===== src/logic/pcc_pkg.sv =====
// constants shared by the port pin control block
package pcc_pkg;
   // ----------------------------------------------------------------
   // port indices and write targets
   // ----------------------------------------------------------------
   localparam logic [1:0] PORT_P2      = 2'h0;
   localparam logic [1:0] PORT_P3      = 2'h1;
   localparam logic [1:0] PORT_P4      = 2'h2;
   localparam logic [1:0] PORT_P12     = 2'h3;
   localparam logic [1:0] TGT_LATCH    = 2'h0; // output latch / pin view
   localparam logic [1:0] TGT_MODE     = 2'h1; // 1 = output mode
   localparam logic [1:0] TGT_PULLUP   = 2'h2;
   localparam logic [1:0] TGT_ANALOG   = 2'h3; // port 2 only
   // ----------------------------------------------------------------
   // field positions
   // ----------------------------------------------------------------
   localparam int         ANALOG_BITS      = 4;
   localparam int         RESET_PIN_BIT    = 4;  // port 3
   localparam int         IRQ_A_BIT        = 0;  // port 3
   localparam int         IRQ_B_BIT        = 1;  // port 3
   localparam int         IRQ_C_BIT        = 3;  // port 4
   localparam int         OSC_IN_BIT       = 1;  // port 12
   localparam int         OSC_OUT_BIT      = 2;  // port 12
   localparam int         OPT_RST_PORT_BIT = 0;  // option byte field
   // ----------------------------------------------------------------
   // reset values and timing
   // ----------------------------------------------------------------
   localparam logic [7:0] PORT_RESET_VAL   = 8'h00;
   localparam logic [3:0] ANALOG_RESET_VAL = 4'h0;
   localparam logic [2:0] OPT_READ_CYCLES  = 3'h4;
   // reset sequencer states, gray along hold -> read -> run
   typedef enum logic [1:0] {
      PCC_HOLD = 2'b00,
      PCC_READ = 2'b01,
      PCC_RUN  = 2'b11
   } pcc_state_e;
endpackage


===== src/logic/pcc_sync.sv =====
// two-flop synchroniser for a vector of pin inputs
module pcc_sync #(
   parameter int WIDTH = 32
) (
   input  wire logic             clock,
   input  wire logic             reset_n,
   input  wire logic [WIDTH-1:0] async_in,
   output logic      [WIDTH-1:0] sync_out
);
   // ----------------------------------------------------------------
   // per-bit double flop
   // ----------------------------------------------------------------
   genvar i;
   generate
      for (i = 0; i < WIDTH; i++) begin : g_bit
         logic stage1_reg;
         logic stage2_reg;
         // first stage is read only by the second
         always_ff @(posedge clock) begin
            if (!reset_n) begin
               stage1_reg <= 1'b0;
               stage2_reg <= 1'b0;
            end else begin
               stage1_reg <= async_in[i];
               stage2_reg <= stage1_reg;
            end
         end
         assign sync_out[i] = stage2_reg;
      end
   endgenerate
endmodule // pcc_sync


===== src/logic/pcc_port.sv =====
// port pin control: shared oscillator, reset, irq and analog pins
// Notes on behaviour
// - while the device is in reset both oscillator pins are pulled down.
// - the option byte makes the reset pin either reset input or input port.
// - the option byte is read after release and a low reset pin holds reset.
// - toggling an irq-shared pin in output mode sets its request flag.
// - a set analog-select bit turns its port 2 pin into an A/D input.
// - a single-bit write reads and rewrites the whole 8-bit port.
module pcc_port
   import pcc_pkg::*;
(
   input  wire logic       clock,
   input  wire logic       reset_n,
   input  wire logic [7:0] option_byte,
   input  wire logic [7:0] p2_in,
   input  wire logic [7:0] p3_in,
   input  wire logic [7:0] p4_in,
   input  wire logic [7:0] p12_in,
   input  wire logic       wr_strobe,
   input  wire logic       bit_strobe,
   input  wire logic [1:0] wr_port,
   input  wire logic [1:0] wr_target,
   input  wire logic [7:0] wr_data,
   input  wire logic [2:0] bit_index,
   input  wire logic       bit_value,
   input  wire logic [1:0] rd_port,
   input  wire logic [1:0] rd_target,
   input  wire logic [2:0] irq_flag_clr,
   input  wire logic [2:0] irq_mask,
   output logic      [7:0] rd_data,
   output logic      [7:0] p2_out,
   output logic      [7:0] p2_oe,
   output logic      [7:0] p2_pullup,
   output logic      [7:0] p3_out,
   output logic      [7:0] p3_oe,
   output logic      [7:0] p3_pullup,
   output logic      [7:0] p4_out,
   output logic      [7:0] p4_oe,
   output logic      [7:0] p4_pullup,
   output logic      [7:0] p12_out,
   output logic      [7:0] p12_oe,
   output logic      [7:0] p12_pullup,
   output logic      [3:0] analog_en,
   output logic      [1:0] osc_pulldown,
   output logic            core_reset_n,
   output logic            reset_pin_is_port,
   output logic      [2:0] irq_flag,
   output logic      [2:0] irq_req
);
   // ----------------------------------------------------------------
   // pin synchronisers
   // ----------------------------------------------------------------
   logic [31:0] pin_sync;
   pcc_sync #(
      .WIDTH    (32)
   ) u_sync (
      .clock    (clock),
      .reset_n  (reset_n),
      .async_in ({p12_in, p4_in, p3_in, p2_in}),
      .sync_out (pin_sync)
   );
   logic rst_pin_level;
   assign rst_pin_level = pin_sync[8 + RESET_PIN_BIT];
   // ----------------------------------------------------------------
   // reset sequencer and option byte
   // ----------------------------------------------------------------
   pcc_state_e state_reg;
   pcc_state_e state_next;
   logic [2:0] cnt_reg;
   logic [2:0] cnt_next;
   logic       port_mode_reg;
   logic       port_mode_next;
   logic       run;
   // option read starts after release; low pin restarts the wait
   always_comb begin
      state_next     = state_reg;
      cnt_next       = cnt_reg;
      port_mode_next = port_mode_reg;
      case (state_reg)
         PCC_HOLD: begin
            state_next = PCC_READ;
            cnt_next   = 3'h0;
         end
         PCC_READ: begin
            if (!rst_pin_level) begin
               cnt_next = 3'h0;
            end else if (cnt_reg == OPT_READ_CYCLES - 3'h1) begin
               port_mode_next = option_byte[OPT_RST_PORT_BIT];
               state_next     = PCC_RUN;
            end else begin
               cnt_next = cnt_reg + 3'h1;
            end
         end
         PCC_RUN: begin
            if (!port_mode_reg && !rst_pin_level) begin
               state_next = PCC_HOLD;
            end
         end
         default: begin
            state_next = PCC_HOLD;
         end
      endcase
   end

   // sequencer registers
   always_ff @(posedge clock) begin
      if (!reset_n) begin
         state_reg     <= PCC_HOLD;
         cnt_reg       <= 3'h0;
         port_mode_reg <= 1'b0;
      end else begin
         state_reg     <= state_next;
         cnt_reg       <= cnt_next;
         port_mode_reg <= port_mode_next;
      end
   end
   assign run = (state_reg == PCC_RUN);
   // ----------------------------------------------------------------
   // port state and cpu writes
   // ----------------------------------------------------------------
   logic [7:0] latch_reg [0:3];
   logic [7:0] latch_next [0:3];
   logic [7:0] dir_reg [0:3];
   logic [7:0] dir_next [0:3];
   logic [7:0] pu_reg [0:3];
   logic [7:0] pu_next [0:3];
   logic [3:0] ana_reg;
   logic [3:0] ana_next;
   logic [7:0] pin_view [0:3];
   logic [7:0] port_mask [0:3];
   logic [7:0] rmw_val;
   // visible pin levels; analog and reset-function pins read zero
   always_comb begin
      for (int p = 0; p < 4; p++) begin
         port_mask[p] = 8'hFF;
         for (int b = 0; b < 8; b++) begin
            pin_view[p][b] = dir_reg[p][b] ? latch_reg[p][b]
                                           : pin_sync[8 * p + b];
         end
      end
      port_mask[0][ANALOG_BITS-1:0] = ~ana_reg;
      port_mask[1][RESET_PIN_BIT] = port_mode_reg;
      for (int p = 0; p < 4; p++) begin
         pin_view[p] = pin_view[p] & port_mask[p];
      end
   end

   // byte write or bit read-modify-write of a whole port
   always_comb begin
      for (int p = 0; p < 4; p++) begin
         latch_next[p] = latch_reg[p];
         dir_next[p]   = dir_reg[p];
         pu_next[p]    = pu_reg[p];
      end
      ana_next = ana_reg;
      case (wr_target)
         TGT_LATCH:  rmw_val = pin_view[wr_port];
         TGT_MODE:   rmw_val = dir_reg[wr_port];
         TGT_PULLUP: rmw_val = pu_reg[wr_port];
         default:    rmw_val = {4'h0, ana_reg};
      endcase
      if (bit_strobe) begin
         rmw_val[bit_index] = bit_value;
      end else begin
         rmw_val = wr_data;
      end
      if (!run) begin
         for (int p = 0; p < 4; p++) begin
            latch_next[p] = PORT_RESET_VAL;
            dir_next[p]   = PORT_RESET_VAL;
            pu_next[p]    = PORT_RESET_VAL;
         end
         ana_next = ANALOG_RESET_VAL;
      end else if (wr_strobe || bit_strobe) begin
         case (wr_target)
            TGT_LATCH:  latch_next[wr_port] = rmw_val;
            TGT_MODE:   dir_next[wr_port]   = rmw_val;
            TGT_PULLUP: pu_next[wr_port]    = rmw_val;
            default: begin
               if (wr_port == PORT_P2) begin
                  ana_next = rmw_val[ANALOG_BITS-1:0];
               end
            end
         endcase
      end
   end

   // port registers
   always_ff @(posedge clock) begin
      if (!reset_n) begin
         for (int p = 0; p < 4; p++) begin
            latch_reg[p] <= PORT_RESET_VAL;
            dir_reg[p]   <= PORT_RESET_VAL;
            pu_reg[p]    <= PORT_RESET_VAL;
         end
         ana_reg <= ANALOG_RESET_VAL;
      end else begin
         for (int p = 0; p < 4; p++) begin
            latch_reg[p] <= latch_next[p];
            dir_reg[p]   <= dir_next[p];
            pu_reg[p]    <= pu_next[p];
         end
         ana_reg <= ana_next;
      end
   end

   // ----------------------------------------------------------------
   // interrupt-shared pins
   // ----------------------------------------------------------------
   logic [2:0] irq_level;
   logic [2:0] irq_prev_reg;
   logic [2:0] irq_flag_reg;
   logic [2:0] irq_flag_next;
   logic [2:0] irq_req_next;
   // level seen by the detector: driven latch in output mode
   assign irq_level = {pin_view[2][IRQ_C_BIT],
                       pin_view[1][IRQ_B_BIT],
                       pin_view[1][IRQ_A_BIT]};
   // any level change sets the flag; set wins over clear
   always_comb begin
      irq_flag_next = (irq_flag_reg & ~irq_flag_clr)
                    | (irq_level ^ irq_prev_reg);
      if (!run) begin
         irq_flag_next = 3'h0;
      end
      irq_req_next = irq_flag_next & ~irq_mask;
   end

   // irq registers; previous level tracks even outside run
   always_ff @(posedge clock) begin
      if (!reset_n) begin
         irq_prev_reg <= 3'h0;
         irq_flag_reg <= 3'h0;
         irq_req      <= 3'h0;
      end else begin
         irq_prev_reg <= irq_level;
         irq_flag_reg <= irq_flag_next;
         irq_req      <= irq_req_next;
      end
   end
   assign irq_flag = irq_flag_reg;
   // ----------------------------------------------------------------
   // registered pin drive and read data
   // ----------------------------------------------------------------
   logic [7:0] oe_next [0:3];
   logic [7:0] pull_next [0:3];
   logic [7:0] rd_next;
   // drive enables drop for analog, reset-shared and held pins
   always_comb begin
      for (int p = 0; p < 4; p++) begin
         oe_next[p]   = run ? (dir_reg[p] & port_mask[p]) : 8'h00;
         pull_next[p] = run ? (pu_reg[p] & port_mask[p]) : 8'h00;
      end
      oe_next[1][RESET_PIN_BIT] = 1'b0;
      case (rd_target)
         TGT_LATCH:  rd_next = pin_view[rd_port];
         TGT_MODE:   rd_next = dir_reg[rd_port];
         TGT_PULLUP: rd_next = pu_reg[rd_port];
         default:    rd_next = (rd_port == PORT_P2) ? {4'h0, ana_reg}
                                                    : 8'h00;
      endcase
   end

   // output flops
   always_ff @(posedge clock) begin
      if (!reset_n) begin
         {p2_out, p3_out, p4_out, p12_out} <= 32'h0;
         {p2_oe, p3_oe, p4_oe, p12_oe}     <= 32'h0;
         {p2_pullup, p3_pullup}            <= 16'h0;
         {p4_pullup, p12_pullup}           <= 16'h0;
         rd_data           <= 8'h00;
         analog_en         <= 4'h0;
         osc_pulldown      <= 2'h3;
         core_reset_n      <= 1'b0;
         reset_pin_is_port <= 1'b0;
      end else begin
         p2_out            <= latch_reg[0];
         p3_out            <= latch_reg[1];
         p4_out            <= latch_reg[2];
         p12_out           <= latch_reg[3];
         p2_oe             <= oe_next[0];
         p3_oe             <= oe_next[1];
         p4_oe             <= oe_next[2];
         p12_oe            <= oe_next[3];
         p2_pullup         <= pull_next[0];
         p3_pullup         <= pull_next[1];
         p4_pullup         <= pull_next[2];
         p12_pullup        <= pull_next[3];
         rd_data           <= rd_next;
         analog_en         <= ana_reg;
         osc_pulldown      <= {2{~run}};
         core_reset_n      <= run;
         reset_pin_is_port <= port_mode_reg;
      end
   end
endmodule // pcc_port


===== config.mk =====
export PLATFORM = sky130hd
export DESIGN_NAME = pcc_port
export DESIGN_NICKNAME = d
export VERILOG_FILES = /design/src/logic/pcc_pkg.sv /design/src/logic/pcc_sync.sv /design/src/logic/pcc_port.sv
export SDC_FILE = /design/constraint.sdc
export NUM_CORES = 1
export LEC_CHECK = 0
export BUFFER_PORTS_ARGS = -buffer_cell sky130_fd_sc_hd__buf_2
export CAP_MARGIN = 25
export CORE_MARGIN = 3
export CORE_UTILIZATION = 40
export CTS_CLUSTER_DIAMETER = 40
export DETAILED_ROUTE_END_ITERATION = 12
export MAX_ROUTING_LAYER = met4
export PLACE_DENSITY = 0.72
export RECOVER_POWER = 50
export SYNTH_ARGS = -nofsm -noshare
export SYNTH_HDL_FRONTEND = slang
export SYNTH_HIERARCHICAL = 1
export SYNTH_SLANG_ARGS = --single-unit

===== constraint.sdc =====
create_clock -name clock -period 1.5 [get_ports clock]
set_input_delay 0.075 -clock clock [delete_from_list [all_inputs] [get_ports clock]]
set_output_delay 0.075 -clock clock [all_outputs]
set_load 0.1 [all_outputs]

# Word level (Yosys, flattened, before mapping)
# Memories as Yosys holds them, arrays and structs flattened.
# Cells that the tools add are included.
[classes]
n_mux = 81
n_reduce_logical = 18
add_sub_neg = 1
bitwise_logic = 29
n_eq_ne = 11
n_lt_le_gt_ge = 5
[ops]
columns = ["cell", "n"]
rows = [
  ["$mux 32", 9],
  ["$mux 8", 18],
  ["$bwmux 32", 3],
  ["$and 8x8->8", 6],
  ["$pmux 8 s3", 2],
  ["$mux 1", 35],
  ["$bmux 8 s2", 2],
  ["$demux 8 s2", 1],
  ["$or 1x1->1", 12],
  ["$logic_not 2->1", 5],
  ["$mux 3", 3],
  ["$reduce_and 3->1", 3],
  ["$bwmux 8", 1],
  ["$and 3x3->3", 2],
  ["$eq 2x1->1 const B", 3],
  ["$eq 2x2->1 const B", 3],
  ["$ge 3x3->1 const B", 2],
  ["$mux 2", 3],
  ["$not 2->3", 2],
  ["$not 3->3", 2],
  ["$pmux 2 s3", 1],
  ["$pmux 3 s2", 1],
  ["$lt 3x4->1 const B", 1],
  ["$mux 4", 1],
  ["18 further kinds", 24],
]
[word_totals]
out_inout_bits = 118
mem_bits_rw = 96
mem_count = 3
inputBits = 70
elab_cells = 237
register_bits = 194
[mem_list]
columns = ["name", "depth", "width", "read_ports", "rd_clocked_by_memory_dff", "write_ports", "line_no", "text"]
rows = [
  ["dir_reg", 4, 8, 6, 0, 4, "pcc_port.sv:123", "logic [7:0] dir_reg [0:3];"],
  ["latch_reg", 4, 8, 4, 0, 4, "pcc_port.sv:121", "logic [7:0] latch_reg [0:3];"],
  ["pu_reg", 4, 8, 6, 0, 4, "pcc_port.sv:125", "logic [7:0] pu_reg [0:3];"],
]

# Longest topological paths before layout
# An unclocked memory read counts as a cell.
[logic_depth]
word_depth = 14
mapped_depth = 10
depth_no_buf = 7

# Cells and area by module
# Netlist, hierarchy kept.
[modules_own_cells]
columns = ["mod", "area_each_um2", "cells_each", "seq_area_each_um2", "instances"]
rows = [
  ["pcc_port", 9514.1, 1002, 4504.3, 1],
  ["pcc_sync", 2031.9, 166, 1281.2, 1],
]

# Worst setup path before layout
# No wires, ideal clock.
[synth_timing]
path_kind = "register to register"
from = "memory dir_reg[1][2]"
to = "memory pu_reg[3][2]"
n_path_buf = 0
required_time_ns = 1.367
path_slack_ns = -0.153
setup_ns = 0.133
path_stages_with_launch = 6
arrival_time_ns = 1.520
period_less_slack_ns = 1.653
cell_sequence = "dfxtp_1 > mux2_2 > a21oi_1 > o21ai_0 > a311oi_4 > a21oi_1"
[synth_rtl]
columns = ["item", "line_no"]
rows = [
  ["start: declaration", "pcc_port.sv:123"],
  ["end: declaration", "pcc_port.sv:125"],
]

==> flow_metrics.env <==
export IMPL_dp_hpwl_um=28000
export IMPL_grt_pass1_vias=10100
export IMPL_h_tree_depth=2
export IMPL_grt_total_usage_pct=24.7
export IMPL_setup_tns_ps=-6030
export IMPL_cp_end_kind="register"
export IMPL_synth_edff_count=0
export IMPL_slew_violations=0
export IMPL_layout_commonest_cell="dfxtp_1"
export IMPL_leakage_nw=7.04
export IMPL_gp_congestion=1.03
export IMPL_ys_seq_elements=289
export IMPL_final_util_pct=59.6
export IMPL_violations="negative setup slack"
export IMPL_postRouteWirelength_um=38500
export IMPL_clockRootBuffer="clkbuf_16"
export IMPL_gr_total_overflow=0
export IMPL_rows=61
export IMPL_setup_viol=71
export IMPL_synth_seq_area_share_pct=50.1
export IMPL_p_switching_mw=4.44
export IMPL_cp_endpoint="latch_reg[1][3]"
export IMPL_path_max_fanout=5
export IMPL_post_route_period_util_pct=114
export IMPL_wire_per_inst_um=19.5
export IMPL_outcome="complete, but fails checks"
export IMPL_path_class="reg -> reg"
export IMPL_synth_cells=1168
export IMPL_post_route_drc_count=0
export IMPL_clock_path_buffers=3
export IMPL_combPwrFrac_pct=8.1
export IMPL_yosysWarnings=6
export IMPL_drv_cap=0
export IMPL_crit_arrival_ps=2110
export IMPL_worstPathRequired_ps=1900
export IMPL_clk_latency_ps=530
export IMPL_synth_area_per_cell_um2=9.89
export IMPL_core_area_um2=28100
export IMPL_pin_count=188
export IMPL_grt_setup_unrepaired="true"
export IMPL_fmax_ghz=0.585
export IMPL_p_sw_share_pct=24.6
export IMPL_clkPwrFrac_pct=48.8
export IMPL_die_h_um=176
export IMPL_drtIter0Drc=1006
export IMPL_final_cell_mix="248 x dfxtp_1, 192 x buf_4, 161 x buf_2, 74 x nand2_1, 71 x o21ai_0"
export IMPL_drt_pass1_iter_count=5
export IMPL_numCtsBuffers=38
export IMPL_finalClockSkew_ps=17.5
export IMPL_slew_headroom_pct=39.9
export IMPL_regToRegStartpoint="dir_reg[0][3]"
export IMPL_drive_gt1_share_pct=47.1
export IMPL_initial_core_util_pct=41.1
export IMPL_dp_cells=1847
export IMPL_syn_nets=1240
export IMPL_syn_area_um2=11500
export IMPL_die_area_um2=30900
export IMPL_area_delta_synth_final_pct=45.0
export IMPL_synth_distinct_cells=68
export IMPL_hold_path_class="in -> reg"
export IMPL_synth_flop_cell="dfxtp_1"
export IMPL_grt_pass1_wl_um=58000
export IMPL_total_power_mw=18.1
export IMPL_reg2reg_slack_ps=-210
export IMPL_r2r_end="latch_reg[1][3]"
export IMPL_powerDensity_nw_per_um2=1080
export IMPL_intPower_mw=13.6
export IMPL_viasPerCell=5.21
export IMPL_final_cells=1974
export IMPL_portBuffers=179
export IMPL_crit_start="dir_reg[0][3]"
export IMPL_ant_nets=0
export IMPL_finalWorstSetupSlack_ps=-208
export IMPL_hold_start="rd_target[0]"
export IMPL_grt_max_degree=75
export IMPL_seq_power_share_pct=43.1
export IMPL_die_w_um=176
export IMPL_hold_viol_final=0
export IMPL_async_flop_share_pct=0
export IMPL_num_vias=10300
export IMPL_worstMarginPinSlew_ps=901
export IMPL_fin_crit_ps=1710
export IMPL_ir_worst_vdd_uv=616
export IMPL_fin_nets=1638
export IMPL_clkSinkCount=289
export IMPL_reg2reg_depth=5
export IMPL_cts_tree="done"
export IMPL_cts_reportedPaths_clkPinSlew_ps=60
export IMPL_antenna_found_initial=3
export IMPL_crit_path_start_kind="register"
[Yosys cell counts, types with 3 or more instances]
cell | number | area share [%]
nor3_2 | 3 | 0.26
a211oi_1 | 8 | 0.52
mux2i_1 | 59 | 5.1
nand2b_1 | 6 | 0.33
clkbuf_1 | 39 | 1.3
nand3_1 | 6 | 0.26
o2111ai_1 | 3 | 0.23
or2_2 | 3 | 0.16
a31oi_1 | 4 | 0.22
nor2_1 | 92 | 3.0
buf_2 | 22 | 0.95
o21ai_0 | 102 | 4.4
o21ai_1 | 5 | 0.22
nand2_1 | 74 | 2.4
xnor2_1 | 3 | 0.23
mux2_2 | 13 | 1.3
nand4_1 | 4 | 0.22
and2_1 | 94 | 5.1
and2_2 | 64 | 4.2
inv_1 | 10 | 0.33
nor3_1 | 17 | 0.74
and3_1 | 3 | 0.16
o211ai_1 | 24 | 1.6
nor3b_1 | 9 | 0.59
nand3b_1 | 3 | 0.20
clkbuf_2 | 6 | 0.26
a221oi_1 | 5 | 0.38
o22ai_1 | 21 | 1.1
a2bb2oi_1 | 4 | 0.30
buf_1 | 4 | 0.13
buf_4 | 37 | 2.4
a22o_1 | 6 | 0.46
mux4_2 | 21 | 4.1
a21oi_1 | 52 | 2.3
dfxtp_1 | 289 | 50
nor2b_1 | 12 | 0.65
[power groups by stage]
stage | combinational [mW] | sequential, mW | clock [mW]
final | 1.47 | 7.78 | 8.82
after detailed placement | 1.22 | 7.97 | 0
after floorplan | 0.676 | 8.02 | 0
after global placement | 1.21 | 7.97 | 0
after global routing | 1.55 | 7.78 | 9.32
after CTS | 1.38 | 7.79 | 8.97
[worst max-delay path, cell delays in order, from the launching register on]
cell,delay (ps)
dfxtp_2,320
mux2_4,270
a221o_1,330
a31o_4,270
a31oi_4,290
a21oi_2,90
[area by class of cell]
class | instances | area (um^2)
fill | 2436 | 11300
sequential | 289 | 5870
multi-input combinational | 757 | 5670
timing repair buffer | 469 | 3430
clock buffer | 46 | 1030
tap | 378 | 473
clock inverter | 21 | 214
inverter | 11 | 41.3
antenna | 3 | 7.51
[logic make-up after synthesis]
| family | after synthesis | synth area share [%] |
|---|---|---|
| AO/OA/AOI/OAI | 258 | 14.2 |
| XOR/XNOR | 3 | 0.228 |
| adder cells (fa/ha/maj) | 2 | 0.217 |
| buffers and inverters | 122 | 5.78 |
| flip-flops | 289 | 50.1 |
| multiplexers | 94 | 10.6 |
| other | 1 | 0.0325 |
| AND/OR/NAND/NOR | 399 | 18.9 |
[per-stage QoR]
step	hold WS (ps)	area, um^2	setup slack (ps)
floorplan	154	11600	-74.7
global placement	240	14200	-348
detailed placement	246	14200	-432
CTS	109	16400	-190
global route	141	16700	-249
finish	115	16700	-208
[timing repair]
action	4_1_cts	5_1_grt
setup buffers	7	11
hold buffers	40	0
gates resized for setup	151	101
hold endpoints to repair	40	0
pin swaps	92	45
cloned	2	0
setup endpoints to repair	108	110
[layer usage]
| metal | vias up | share of wire, % | GRT usage (%) | wire length (um) |
|---|---|---|---|---|
| li1 | 4833 | - | - | - |
| met3 | 116 | 9.1 | 5.71 | 3510 |
| met1 | 4798 | 42 | 32.3 | 16200 |
| met4 | 0 | 4.4 | 10.8 | 1690 |
| met5 | - | 0 | - | 0 |
| met2 | 545 | 44 | 36.7 | 17100 |
[how the worst min path moves through the flow]
stage                            end  slack [ps]  cells after the start
after global routing      rd_data[2]         140                      5
after floorplan           irq_req[0]         150                      1
after global placement    irq_req[1]         240                      2
final                     rd_data[4]         120                      5
after CTS                 rd_data[4]         110                      5
after detailed placement  irq_req[0]         250                      2
Note: power is estimated with default switching activity, not from simulation.
